`src/logic/tcc_pkg.sv`:
```
// Constants, field positions and carrier types of the 16-bit timer core
package tcc_pkg;

  // Counter width and fixed values of the count sequence
  localparam int          CNT_W      = 16;
  localparam logic [15:0] CNT_BOTTOM = 16'h0000;
  localparam logic [15:0] CNT_MAX8   = 16'h00ff;
  localparam logic [15:0] CNT_MAX16  = 16'hffff;
  localparam logic [15:0] CNT_ONE    = 16'h0001;

  // Clock select codes, ascending
  localparam logic [2:0] CS_STOP     = 3'h0;
  localparam logic [2:0] CS_DIV1     = 3'h1;
  localparam logic [2:0] CS_DIV8     = 3'h2;
  localparam logic [2:0] CS_DIV64    = 3'h3;
  localparam logic [2:0] CS_DIV256   = 3'h4;
  localparam logic [2:0] CS_DIV1024  = 3'h5;
  localparam logic [2:0] CS_EXT_FALL = 3'h6;
  localparam logic [2:0] CS_EXT_RISE = 3'h7;

  // Prescaler width and tap masks
  localparam int         PRE_W     = 10;
  localparam logic [9:0] PRE_ONE   = 10'h001;
  localparam logic [9:0] DIV8_M    = 10'h007;
  localparam logic [9:0] DIV64_M   = 10'h03f;
  localparam logic [9:0] DIV256_M  = 10'h0ff;
  localparam logic [9:0] DIV1024_M = 10'h3ff;

  // Field positions in timer_control_a and timer_control_b
  localparam int CA_COMA_LSB = 6;
  localparam int CA_COMB_LSB = 4;
  localparam int CA_WGML_LSB = 0;
  localparam int CB_NC_BIT   = 7;
  localparam int CB_EDGE_BIT = 6;
  localparam int CB_WGMH_LSB = 3;
  localparam int CB_CS_LSB   = 0;

  // Compare output actions
  localparam logic [1:0] COM_OFF = 2'h0;
  localparam logic [1:0] COM_TGL = 2'h1;
  localparam logic [1:0] COM_CLR = 2'h2;
  localparam logic [1:0] COM_SET = 2'h3;

  // Waveform generation modes served
  localparam logic [3:0] WGM_NORMAL = 4'h0;
  localparam logic [3:0] WGM_PC8    = 4'h1;
  localparam logic [3:0] WGM_CTC_A  = 4'h4;
  localparam logic [3:0] WGM_FAST8  = 4'h5;
  localparam logic [3:0] WGM_PC_I   = 4'ha;
  localparam logic [3:0] WGM_PC_A   = 4'hb;
  localparam logic [3:0] WGM_CTC_I  = 4'hc;
  localparam logic [3:0] WGM_FAST_I = 4'he;
  localparam logic [3:0] WGM_FAST_A = 4'hf;

  // Bit positions in timer_flag_reg and timer_mask_reg
  localparam int FLG_OVF  = 0;
  localparam int FLG_CMPA = 1;
  localparam int FLG_CMPB = 2;
  localparam int FLG_CAPT = 3;
  localparam int FLG_W    = 4;

  // Reset values
  localparam logic [7:0] CTRL_RST = 8'h00;
  localparam logic [3:0] FLG_RST  = 4'h0;

  // Capture noise filter depth
  localparam int FLT_DEPTH = 4;

  // Byte locations that the CPU can address
  typedef enum logic [3:0] {
    SEL_CNT_L  = 4'h0,
    SEL_CNT_H  = 4'h1,
    SEL_OCRA_L = 4'h2,
    SEL_OCRA_H = 4'h3,
    SEL_OCRB_L = 4'h4,
    SEL_OCRB_H = 4'h5,
    SEL_ICR_L  = 4'h6,
    SEL_ICR_H  = 4'h7,
    SEL_CTRL_A = 4'h8,
    SEL_CTRL_B = 4'h9,
    SEL_FLAG   = 4'ha,
    SEL_MASK   = 4'hb
  } tcc_sel_e;

  // One CPU byte access
  typedef struct packed {
    logic       rd;
    logic       wr;
    tcc_sel_e   sel;
    logic [7:0] wdata;
  } tcc_cpu_req_s;

endpackage : tcc_pkg

```
`src/logic/tcc_capture_filter.sv`:
```
// Capture source select, optional noise filter and edge detector
module tcc_capture_filter #(
  parameter int DEPTH = tcc_pkg::FLT_DEPTH
) (
  // Clock and synchronised reset
  input  wire logic core_clk,
  input  wire logic rst_n,
  // Sources and configuration
  input  wire logic capture_in_pin,
  input  wire logic comparator_out,
  input  wire logic from_cmp,
  input  wire logic flt_en,
  input  wire logic rise_sel,
  input  wire logic active,
  // Qualified edge, one cycle
  output logic      cap_evt
);

  typedef struct packed {
    logic [DEPTH-1:0] hist;
    logic             filt;
    logic             prev;
  } tcc_flt_s;

  tcc_flt_s s_r;
  tcc_flt_s s_nxt;
  logic     lvl;

  // The shift and equality test need at least two samples
  if (DEPTH < 2) begin : g_chk
    $error("tcc_capture_filter: DEPTH below 2");
  end

  // Filtered level moves only when every sample agrees
  always_comb begin
    s_nxt      = s_r;
    s_nxt.hist = {s_r.hist[DEPTH-2:0],
                  (from_cmp ? comparator_out : capture_in_pin)};
    if ((&s_r.hist) || !(|s_r.hist)) begin
      s_nxt.filt = s_r.hist[DEPTH-1];
    end
    lvl        = flt_en ? s_r.filt : s_r.hist[0];
    s_nxt.prev = lvl;
    cap_evt    = active && (rise_sel ? (lvl && !s_r.prev)
                                     : (!lvl && s_r.prev));
  end

  always_ff @(posedge core_clk or negedge rst_n) begin
    if (!rst_n) begin
      s_r <= '0;
    end else begin
      s_r <= s_nxt;
    end
  end

  a_filter_spike: assert property (
    @(posedge core_clk) disable iff (!rst_n)
    (!(&s_r.hist) && (|s_r.hist)) |=> (s_r.filt == $past(s_r.filt)))
    else $error("Filter level moved on unequal samples");

  a_edge_single: assert property (
    @(posedge core_clk) disable iff (!rst_n)
    cap_evt |=> !cap_evt)
    else $error("Capture edge lasted two cycles");

endmodule : tcc_capture_filter

```
`src/logic/tcc_timer_core.sv`:
```
// 16-bit timer/counter core with compare, capture and byte access
// Overview of operation
// - Counter, two compares and capture are 16 bits, reached bytewise.
// - Both control registers are plain 8-bit, read/write at any time.
// - Every request sets its flag bit; its mask bit gates only the request output.
// - Timer tick comes from the prescaler or external pin edges.
// - Clock select zero stops all counting and count-driven flags.
// - CPU reads and writes the counter whether or not it runs.
// - A CPU counter write beats a coincident clear or count step.
// - Each tick clears, increments or decrements by mode.
// - Compare registers are double buffered and compared on every tick but the first after a counter write.
// - A compare match sets that channel's match flag.
// - Compare results drive PWM or frequency output per channel.
// - A qualifying capture edge copies the counter to capture value.
// - Optional digital filter rejects spikes before the edge detector.
// - TOP is fixed 0xFF or 0xFFFF, compare A, or capture value by mode.
// - Compare A as PWM TOP drives no output; its buffer retimes TOP.
// - Capture value can be TOP, leaving compare A free for PWM.
// - BOTTOM is signalled at zero; MAX is 0xFFFF.
// - A 3-bit clock select field in control B drives the selector.
// - Core steps by one, has direction and clear, shows TOP/BOTTOM.
// - Reading a low byte latches its high byte into the temporary.
// - High byte locations read and write the temporary register.
// - Low byte write loads temporary and data in one cycle; capture value only while it is TOP.
// - Overflow flag point depends on the waveform mode.
// - Match flag sets on the tick after counter equals compare.
module tcc_timer_core (
  // Clock and reset
  input  wire logic                core_clk,
  input  wire logic                reset_n,
  // CPU byte access
  input  wire tcc_pkg::tcc_cpu_req_s cpu_req,
  output logic [7:0]               cpu_rdata,
  // Pins
  input  wire logic                ext_count_pin,
  input  wire logic                capture_in_pin,
  input  wire logic                comparator_out,
  input  wire logic                capture_from_cmp,
  output logic [1:0]               compare_out_pins,
  // Interrupt requests and indications
  output logic [3:0]               irq_req,
  output logic                     top_ind,
  output logic                     bottom_ind
);

  typedef struct packed {
    logic [15:0]       cnt;
    logic              down;
    logic [7:0]        temp;
    logic [1:0][15:0]  ocr_buf;
    logic [1:0][15:0]  ocr_act;
    logic [15:0]       icr;
    logic [7:0]        ctrl_a;
    logic [7:0]        ctrl_b;
    logic [3:0]        flags;
    logic [3:0]        mask;
    logic [9:0]        pre;
    logic              ext_prev;
    logic              blk;
    logic [1:0]        oc;
    logic [7:0]        rdata;
    logic [3:0]        irq;
    logic              at_top;
    logic              at_bottom;
  } tcc_core_s;

  tcc_core_s   s_r, s_nxt;
  logic        rst_meta_r, rst_n_r;
  logic [2:0]  cs;
  logic [3:0]  wgm, fset, fclr;
  logic [15:0] top;
  logic [1:0]  hit, com;
  logic        tick, pc, fast, icr_top, a_is_top, upd, cap_evt, cnt_wr;

  // Reset release through two flops, assertion stays asynchronous
  always_ff @(posedge core_clk or negedge reset_n) begin
    if (!reset_n) begin
      rst_meta_r <= 1'b0;
      rst_n_r    <= 1'b0;
    end else begin
      rst_meta_r <= 1'b1;
      rst_n_r    <= rst_meta_r;
    end
  end

  // Capture input is dead while the capture value defines TOP
  tcc_capture_filter #(.DEPTH(tcc_pkg::FLT_DEPTH)) u_capture (
    .core_clk       (core_clk),
    .rst_n          (rst_n_r),
    .capture_in_pin (capture_in_pin),
    .comparator_out (comparator_out),
    .from_cmp       (capture_from_cmp),
    .flt_en         (s_r.ctrl_b[tcc_pkg::CB_NC_BIT]),
    .rise_sel       (s_r.ctrl_b[tcc_pkg::CB_EDGE_BIT]),
    .active         (!icr_top),
    .cap_evt        (cap_evt)
  );

  // Next state: tick, compare, counting, capture, then CPU access
  always_comb begin
    s_nxt  = s_r;
    fset   = '0;
    fclr   = '0;
    hit    = '0;
    com    = tcc_pkg::COM_OFF;
    cs     = s_r.ctrl_b[tcc_pkg::CB_CS_LSB +: 3];
    wgm    = {s_r.ctrl_b[tcc_pkg::CB_WGMH_LSB +: 2],
              s_r.ctrl_a[tcc_pkg::CA_WGML_LSB +: 2]};
    cnt_wr = cpu_req.wr && (cpu_req.sel == tcc_pkg::SEL_CNT_L);

    // Timer tick source; stop code yields no tick at all
    s_nxt.pre      = s_r.pre + tcc_pkg::PRE_ONE;
    s_nxt.ext_prev = ext_count_pin;
    case (cs)
      tcc_pkg::CS_STOP:     tick = 1'b0;
      tcc_pkg::CS_DIV1:     tick = 1'b1;
      tcc_pkg::CS_DIV8:     tick = &(s_r.pre | ~tcc_pkg::DIV8_M);
      tcc_pkg::CS_DIV64:    tick = &(s_r.pre | ~tcc_pkg::DIV64_M);
      tcc_pkg::CS_DIV256:   tick = &(s_r.pre | ~tcc_pkg::DIV256_M);
      tcc_pkg::CS_DIV1024:  tick = &(s_r.pre | ~tcc_pkg::DIV1024_M);
      tcc_pkg::CS_EXT_FALL: tick = s_r.ext_prev && !ext_count_pin;
      tcc_pkg::CS_EXT_RISE: tick = !s_r.ext_prev && ext_count_pin;
      default:              tick = 1'b0;
    endcase

    // TOP source and mode class
    case (wgm)
      tcc_pkg::WGM_PC8,
      tcc_pkg::WGM_FAST8:  top = tcc_pkg::CNT_MAX8;
      tcc_pkg::WGM_CTC_A,
      tcc_pkg::WGM_PC_A,
      tcc_pkg::WGM_FAST_A: top = s_r.ocr_act[0];
      tcc_pkg::WGM_PC_I,
      tcc_pkg::WGM_CTC_I,
      tcc_pkg::WGM_FAST_I: top = s_r.icr;
      default:             top = tcc_pkg::CNT_MAX16;
    endcase
    pc       = (wgm == tcc_pkg::WGM_PC8) || (wgm == tcc_pkg::WGM_PC_I)
               || (wgm == tcc_pkg::WGM_PC_A);
    fast     = (wgm == tcc_pkg::WGM_FAST8)
               || (wgm == tcc_pkg::WGM_FAST_I)
               || (wgm == tcc_pkg::WGM_FAST_A);
    icr_top  = (wgm == tcc_pkg::WGM_PC_I) || (wgm == tcc_pkg::WGM_CTC_I)
               || (wgm == tcc_pkg::WGM_FAST_I);
    a_is_top = (wgm == tcc_pkg::WGM_PC_A) || (wgm == tcc_pkg::WGM_FAST_A);

    // Buffered compare values: live in plain modes, at TOP in PWM
    upd = !(pc || fast) || (tick && (s_r.cnt == top));
    if (upd) begin
      s_nxt.ocr_act = s_r.ocr_buf;
    end

    // Compare and waveform per channel, judged on the pre-step value
    for (int i = 0; i < 2; i++) begin
      hit[i] = tick && !s_r.blk
               && (s_r.cnt == s_r.ocr_act[i]);
      if (hit[i]) begin
        fset[(i == 0) ? tcc_pkg::FLG_CMPA
                      : tcc_pkg::FLG_CMPB] = 1'b1;
      end
      com = s_r.ctrl_a[((i == 0) ? tcc_pkg::CA_COMA_LSB
                                 : tcc_pkg::CA_COMB_LSB) +: 2];
      // Compare A as PWM TOP holds its pin
      if ((com != tcc_pkg::COM_OFF) && !(i == 0 && a_is_top)) begin
        if (!(pc || fast)) begin
          if (hit[i]) begin
            case (com)
              tcc_pkg::COM_TGL: s_nxt.oc[i] = !s_r.oc[i];
              tcc_pkg::COM_CLR: s_nxt.oc[i] = 1'b0;
              default:          s_nxt.oc[i] = 1'b1;
            endcase
          end
        end else if (com != tcc_pkg::COM_TGL) begin
          if (fast && tick && (s_r.cnt == top)) begin
            s_nxt.oc[i] = (com == tcc_pkg::COM_CLR);
          end
          if (fast && hit[i]) begin
            s_nxt.oc[i] = (com == tcc_pkg::COM_SET);
          end
          if (pc && hit[i]) begin
            s_nxt.oc[i] = (com == tcc_pkg::COM_CLR) ? s_r.down
                                                    : !s_r.down;
          end
        end
      end
    end

    // Count step; a write in the same cycle overrides it below
    if (tick) begin
      s_nxt.blk = 1'b0;
      if (pc) begin
        if (s_r.down) begin
          if (s_r.cnt == tcc_pkg::CNT_BOTTOM) begin
            s_nxt.down            = 1'b0;
            s_nxt.cnt             = s_r.cnt + tcc_pkg::CNT_ONE;
            fset[tcc_pkg::FLG_OVF] = 1'b1;
          end else begin
            s_nxt.cnt = s_r.cnt - tcc_pkg::CNT_ONE;
          end
        end else if (s_r.cnt >= top) begin
          s_nxt.down = 1'b1;
          s_nxt.cnt  = s_r.cnt - tcc_pkg::CNT_ONE;
        end else begin
          s_nxt.cnt = s_r.cnt + tcc_pkg::CNT_ONE;
        end
      end else begin
        // CTC above TOP runs on to MAX and wraps
        s_nxt.cnt = (s_r.cnt == top) ? tcc_pkg::CNT_BOTTOM
                                     : s_r.cnt + tcc_pkg::CNT_ONE;
        fset[tcc_pkg::FLG_OVF] = fast ? (s_r.cnt == top)
                                      : (s_r.cnt == tcc_pkg::CNT_MAX16);
      end
    end

    // Capture takes the counter and flags in the same clock
    if (cap_evt && !icr_top) begin
      s_nxt.icr               = s_r.cnt;
      fset[tcc_pkg::FLG_CAPT] = 1'b1;
    end

    // CPU write, last so it wins over count and clear
    if (cpu_req.wr) begin
      case (cpu_req.sel)
        tcc_pkg::SEL_CNT_H, tcc_pkg::SEL_OCRA_H,
        tcc_pkg::SEL_OCRB_H, tcc_pkg::SEL_ICR_H:
          s_nxt.temp = cpu_req.wdata;
        tcc_pkg::SEL_CNT_L: begin
          s_nxt.cnt = {s_r.temp, cpu_req.wdata};
          s_nxt.blk = 1'b1;
        end
        tcc_pkg::SEL_OCRA_L: s_nxt.ocr_buf[0] = {s_r.temp, cpu_req.wdata};
        tcc_pkg::SEL_OCRB_L: s_nxt.ocr_buf[1] = {s_r.temp, cpu_req.wdata};
        tcc_pkg::SEL_ICR_L: begin
          if (icr_top) begin
            s_nxt.icr = {s_r.temp, cpu_req.wdata};
          end
        end
        tcc_pkg::SEL_CTRL_A: s_nxt.ctrl_a = cpu_req.wdata;
        tcc_pkg::SEL_CTRL_B: s_nxt.ctrl_b = cpu_req.wdata;
        tcc_pkg::SEL_FLAG:   fclr = cpu_req.wdata[tcc_pkg::FLG_W-1:0];
        tcc_pkg::SEL_MASK:
          s_nxt.mask = cpu_req.wdata[tcc_pkg::FLG_W-1:0];
        default: ;
      endcase
    end

    // CPU read; low byte latches its high byte for the next access
    if (cpu_req.rd) begin
      case (cpu_req.sel)
        tcc_pkg::SEL_CNT_L:  {s_nxt.temp, s_nxt.rdata} = s_r.cnt;
        tcc_pkg::SEL_OCRA_L: {s_nxt.temp, s_nxt.rdata} = s_r.ocr_buf[0];
        tcc_pkg::SEL_OCRB_L: {s_nxt.temp, s_nxt.rdata} = s_r.ocr_buf[1];
        tcc_pkg::SEL_ICR_L:  {s_nxt.temp, s_nxt.rdata} = s_r.icr;
        tcc_pkg::SEL_CNT_H, tcc_pkg::SEL_OCRA_H, tcc_pkg::SEL_OCRB_H,
        tcc_pkg::SEL_ICR_H:  s_nxt.rdata = s_r.temp;
        tcc_pkg::SEL_CTRL_A: s_nxt.rdata = s_r.ctrl_a;
        tcc_pkg::SEL_CTRL_B: s_nxt.rdata = s_r.ctrl_b;
        tcc_pkg::SEL_FLAG:   s_nxt.rdata = {4'h0, s_r.flags};
        tcc_pkg::SEL_MASK:   s_nxt.rdata = {4'h0, s_r.mask};
        default:             s_nxt.rdata = 8'h00;
      endcase
    end

    // Set wins over a write-one clear in the same cycle
    s_nxt.flags     = (s_r.flags & ~fclr) | fset;
    s_nxt.irq       = s_nxt.flags & s_nxt.mask;
    s_nxt.at_top    = (s_nxt.cnt == top);
    s_nxt.at_bottom = (s_nxt.cnt == tcc_pkg::CNT_BOTTOM);
  end

  always_ff @(posedge core_clk or negedge rst_n_r) begin
    if (!rst_n_r) begin
      s_r        <= '0;
      s_r.ctrl_a <= tcc_pkg::CTRL_RST;
      s_r.ctrl_b <= tcc_pkg::CTRL_RST;
      s_r.flags  <= tcc_pkg::FLG_RST;
      s_r.at_bottom <= 1'b1;             // Cleared counter already sits at BOTTOM
    end else begin
      s_r <= s_nxt;
    end
  end

  // Outputs straight from the state flops
  assign cpu_rdata        = s_r.rdata;
  assign compare_out_pins = s_r.oc;
  assign irq_req          = s_r.irq;
  assign top_ind          = s_r.at_top;
  assign bottom_ind       = s_r.at_bottom;

  a_stop_holds: assert property (
    @(posedge core_clk) disable iff (!rst_n_r)
    (cs == tcc_pkg::CS_STOP && !cnt_wr && !cap_evt)
      |=> (s_r.cnt == $past(s_r.cnt)) && (!s_r.flags[tcc_pkg::FLG_OVF]
          || $past(s_r.flags[tcc_pkg::FLG_OVF])))
    else $error("Stopped counter moved");
  a_write_wins: assert property (
    @(posedge core_clk) disable iff (!rst_n_r)
    cnt_wr |=> s_r.cnt == {$past(s_r.temp), $past(cpu_req.wdata)})
    else $error("Counter write lost to count step");
  a_low_latch: assert property (
    @(posedge core_clk) disable iff (!rst_n_r)
    (cpu_req.rd && cpu_req.sel == tcc_pkg::SEL_CNT_L)
      |=> s_r.temp == $past(s_r.cnt[15:8]))
    else $error("Low read did not latch high byte");
  a_high_read: assert property (
    @(posedge core_clk) disable iff (!rst_n_r)
    (cpu_req.rd && cpu_req.sel == tcc_pkg::SEL_CNT_H)
      |=> cpu_rdata == $past(s_r.temp))
    else $error("High read did not return temporary");
  a_high_temp: assert property (
    @(posedge core_clk) disable iff (!rst_n_r)
    (cpu_req.wr && cpu_req.sel == tcc_pkg::SEL_CNT_H)
      |=> s_r.temp == $past(cpu_req.wdata))
    else $error("High byte write missed temporary");
  a_match_flag: assert property (
    @(posedge core_clk) disable iff (!rst_n_r)
    (tick && !s_r.blk && s_r.cnt == s_r.ocr_act[0])
      |=> s_r.flags[tcc_pkg::FLG_CMPA])
    else $error("Compare A match did not set flag");
  a_capture_copy: assert property (
    @(posedge core_clk) disable iff (!rst_n_r)
    (cap_evt && !icr_top)
      |=> s_r.icr == $past(s_r.cnt) && s_r.flags[tcc_pkg::FLG_CAPT])
    else $error("Capture did not copy counter");
  a_irq_gate: assert property (
    @(posedge core_clk) disable iff (!rst_n_r)
    !s_r.mask[tcc_pkg::FLG_OVF] |-> !irq_req[tcc_pkg::FLG_OVF])
    else $error("Masked overflow raised request");
  a_ctrl_write: assert property (
    @(posedge core_clk) disable iff (!rst_n_r)
    (cpu_req.wr && cpu_req.sel == tcc_pkg::SEL_CTRL_B)
      |=> s_r.ctrl_b == $past(cpu_req.wdata))
    else $error("Control B write not taken");
  a_bottom_ind: assert property (
    @(posedge core_clk) disable iff (!rst_n_r)
    bottom_ind == (s_r.cnt == tcc_pkg::CNT_BOTTOM))
    else $error("Bottom indication wrong");

endmodule : tcc_timer_core

```
`config.mk`:
```
export PLATFORM = sky130hd
export DESIGN_NAME = tcc_timer_core
export DESIGN_NICKNAME = d
export VERILOG_FILES = /design/src/logic/tcc_pkg.sv /design/src/logic/tcc_capture_filter.sv /design/src/logic/tcc_timer_core.sv
export SDC_FILE = /design/constraint.sdc
export NUM_CORES = 1
export LEC_CHECK = 0
export ABC_AREA = 1
export CORE_MARGIN = 4
export CORE_UTILIZATION = 60
export DETAILED_ROUTE_END_ITERATION = 10
export DONT_BUFFER_PORTS = 1
export HOLD_SLACK_MARGIN = 0.08
export PLACE_DENSITY = 0.76
export SYNTH_ARGS = -nofsm -noshare
export SYNTH_HDL_FRONTEND = slang
export SYNTH_HIERARCHICAL = 1
export SYNTH_SLANG_ARGS = --single-unit
```
`constraint.sdc`:
```
create_clock -name core_clk -period 11.4 [get_ports core_clk]
set_input_delay 2.28 -clock core_clk [delete_from_list [all_inputs] [get_ports core_clk]]
set_output_delay 2.28 -clock core_clk [all_outputs]
set_load 0.005 [all_outputs]
```
==> flow_metrics.env <==
export IMPL_place_gp_congestion=1.03
export IMPL_placed_cell_area_um2=10000
export IMPL_grt_max_degree=68
export IMPL_drt_first_pass_iters=6
export IMPL_ios=36
export IMPL_die_x_um=138
export IMPL_grtUsageMet1_pct=47.9
export IMPL_yosysUniqueCellTypes=53
export IMPL_antenna_found_initial=1
export IMPL_synth_area_top_cells="dfrtp_1 (41%), nand2_1 (12%), o21ai_0 (6.9%)"
export IMPL_ir_drop_mv=0.132
export IMPL_end_kind="register"
export IMPL_synth_area_leader_cell="dfrtp_1"
export IMPL_nNetsFinal=1324
export IMPL_grt_use_met3_pct=11.9
export IMPL_worst_path_max_fanout=18
export IMPL_setup_viol=0
export IMPL_dp_hpwl_um=24200
export IMPL_grt_usage_pct=36.3
export IMPL_min_period_ps=4360
export IMPL_relSlewSlack_pct=15.8
export IMPL_drive_gt1_share_pct=7.72
export IMPL_cts_tree="yes"
export IMPL_final_util_pct=64.3
export IMPL_slew_viol_final=0
export IMPL_ys_warn_count=6
export IMPL_arrival_ps=4740
export IMPL_start_util_pct=60.9
export IMPL_dr_total_vias=9528
export IMPL_ant_nets=0
export IMPL_routed_via_density=6.28
export IMPL_io_buffers=0
export IMPL_syn_cell_area_um2=10100
export IMPL_grt_remaining_overflow=0
export IMPL_nFillCells=1464
export IMPL_p_total_mw=2.67
export IMPL_synth_top_area_share_pct=40.8
export IMPL_rows=47
export IMPL_status="completed"
export IMPL_synth_seq_cells=165
export IMPL_multiInputGateArea_um2=4850
export IMPL_hold_violations=0
export IMPL_setup_tns_final_ps=0
export IMPL_synth_nets=1363
export IMPL_regArea_um2=4130
export IMPL_dieArea_um2=18900
export IMPL_root_buffer="clkbuf_16"
export IMPL_clkTransAtPathRegs_ps=70
export IMPL_diodes=0
export IMPL_final_cell_mix="nand2_1 (324), inv_1 (173), dfrtp_1 (163)"
export IMPL_clock_skew_ps=9.11
export IMPL_clock_fmax_ghz=0.230
export IMPL_finalWorstSetupSlack_ps=7040
export IMPL_p_leak_nw=5.14
export IMPL_rsz0062_at_grt="false"
export IMPL_finish_instance_area_um2=10600
export IMPL_layout_commonest_cell="nand2_1"
export IMPL_synth_cells=1323
export IMPL_powerDensity_nw_per_um2=251
export IMPL_htree_levels=4
export IMPL_post_route_drc_count=0
export IMPL_clkLatencyLatePin_ps=450
export IMPL_cts_resized=0
export IMPL_top_usage_layer="met2"
export IMPL_cts_buffers=17
export IMPL_cts_buffer_depth=2
export IMPL_post_drt_wl_per_cell_um=21.7
export IMPL_max_slew_worst_pin_slew_ps=1260
export IMPL_place_ws_ps=6710
export IMPL_holdBufCountCts=0
export IMPL_wl_um=33000
export IMPL_yosysSeqAreaShare_pct=41.0
export IMPL_cp_start_kind="primary input"
export IMPL_core_area_um2=16500
export IMPL_min_path_type="reg -> async"
export IMPL_cts_setup_buffers=0
export IMPL_cts_sinks=165
export IMPL_max_cap_violations=0
export IMPL_first_global_vias=8830
export IMPL_grt_pass1_wl_um=50700
export IMPL_use_met2_pct=53.9
export IMPL_crit_type="in -> reg"
export IMPL_synth_avg_cell_area_um2=7.61
export IMPL_die_h_um=138
export IMPL_critPathRequiredTime_ps=11780
export IMPL_drt_iter0_markers=1237
export IMPL_finalCritPeriodShare_pct=38.2
export IMPL_synthToLayoutAreaGrowth_pct=5.57
[layout make-up]
cell class	instances	share of cell area, %
tap	220	2.59
clock inverter	13	1.59
clock buffer	18	4.04
multi-input combinational	906	45.6
sequential	165	38.9
inverter	186	6.67
timing repair buffer	8	0.565
[flip-flops by register name, indices dropped and copies added, names as in the netlist, 2 cells and up]
signal            count
u_capture/s_nxt       3
irq_req               4
cs                    3
cpu_rdata             8
u_capture/s_r         3
s_r                 136
compare_out_pins      2
com                   2
[cell usage after synthesis (all sizes together)]
master	n
o31ai	2
a31oi	4
xor2	25
o211ai	5
o21ai	145
a21boi	3
a21o	2
inv	186
buf	42
nor2	106
nand3	88
clkbuf	24
nand2	335
a2111oi	3
mux2	12
o41ai	1
a21oi	23
dfstp	1
nor4b	2
nand3b	3
a221oi	9
nor3	13
conb	1
a211oi	5
xnor2	20
o22ai	22
ha	20
o221ai	27
a22o	2
o2111ai	4
nor4	5
dfrtp	164
nand4	19
[metrics by stage]
| stage | cells | hold slack [ps] |
|---|---|---|
| after CTS | 1516 | 358 |
| after detailed placement | 1485 | 342 |
| after floorplan | 1323 | 331 |
| final | 1516 | 344 |
| after global placement | 1485 | 338 |
| after global routing | 1516 | 360 |
[worst max-delay path, cell delays in order]
cell and delay [ps]:
nor2_1 90, inv_1 60, nor2_1 180, inv_2 180
nor2_2 570, inv_1 450, o21ai_1 310, inv_1 80
nor4_1 300, nand3_1 110, nor2_1 120
[path summary, 6_finish.rpt]
| path | startpoint | endpoint | slack, ps | cells after the start |
|---|---|---|---|---|
| worst max-delay path | cpu_req[10] | bottom_ind | 7040 | 11 |
| worst min-delay path | rst_n_r | s_r[75] | 340 | 0 |
| worst max register to register | s_r[39] | top_ind | 7130 | 24 |
| worst min register to register | rst_n_r | s_r[75] | 340 | 0 |
| max in group asynchronous | rst_n_r | cpu_rdata[5] | 9730 | 1 |
| min in group core_clk | rst_meta_r | rst_n_r | 350 | 0 |
[per-layer routing]
layer | wire, um | share of wire, %
met1 | 12800 | 39
met2 | 14300 | 43
met3 | 4120 | 13
met4 | 1750 | 5.3
met5 | 7 | 0.021
[cells by family (layout without fill, tap and decap cells)]
kind of cell / count (synthesis) / in the layout / synth area share, %
compound gates: 257 / 257 / 15.6
xor+xnor: 45 / 45 / 3.92
fa+ha+maj: 20 / 20 / 2.49
buf+inv: 252 / 225 / 10.8
flops: 165 / 165 / 41.0
mux: 12 / 12 / 1.34
other cells: 1 / 1 / 0.0373
simple gates: 571 / 571 / 24.8
[report_power, final]
group          switching [mW]  internal [mW]
registers               0.260          0.740
clock network           0.266          0.330
logic                   0.708          0.367
Note: power is estimated with default switching activity, not from simulation.
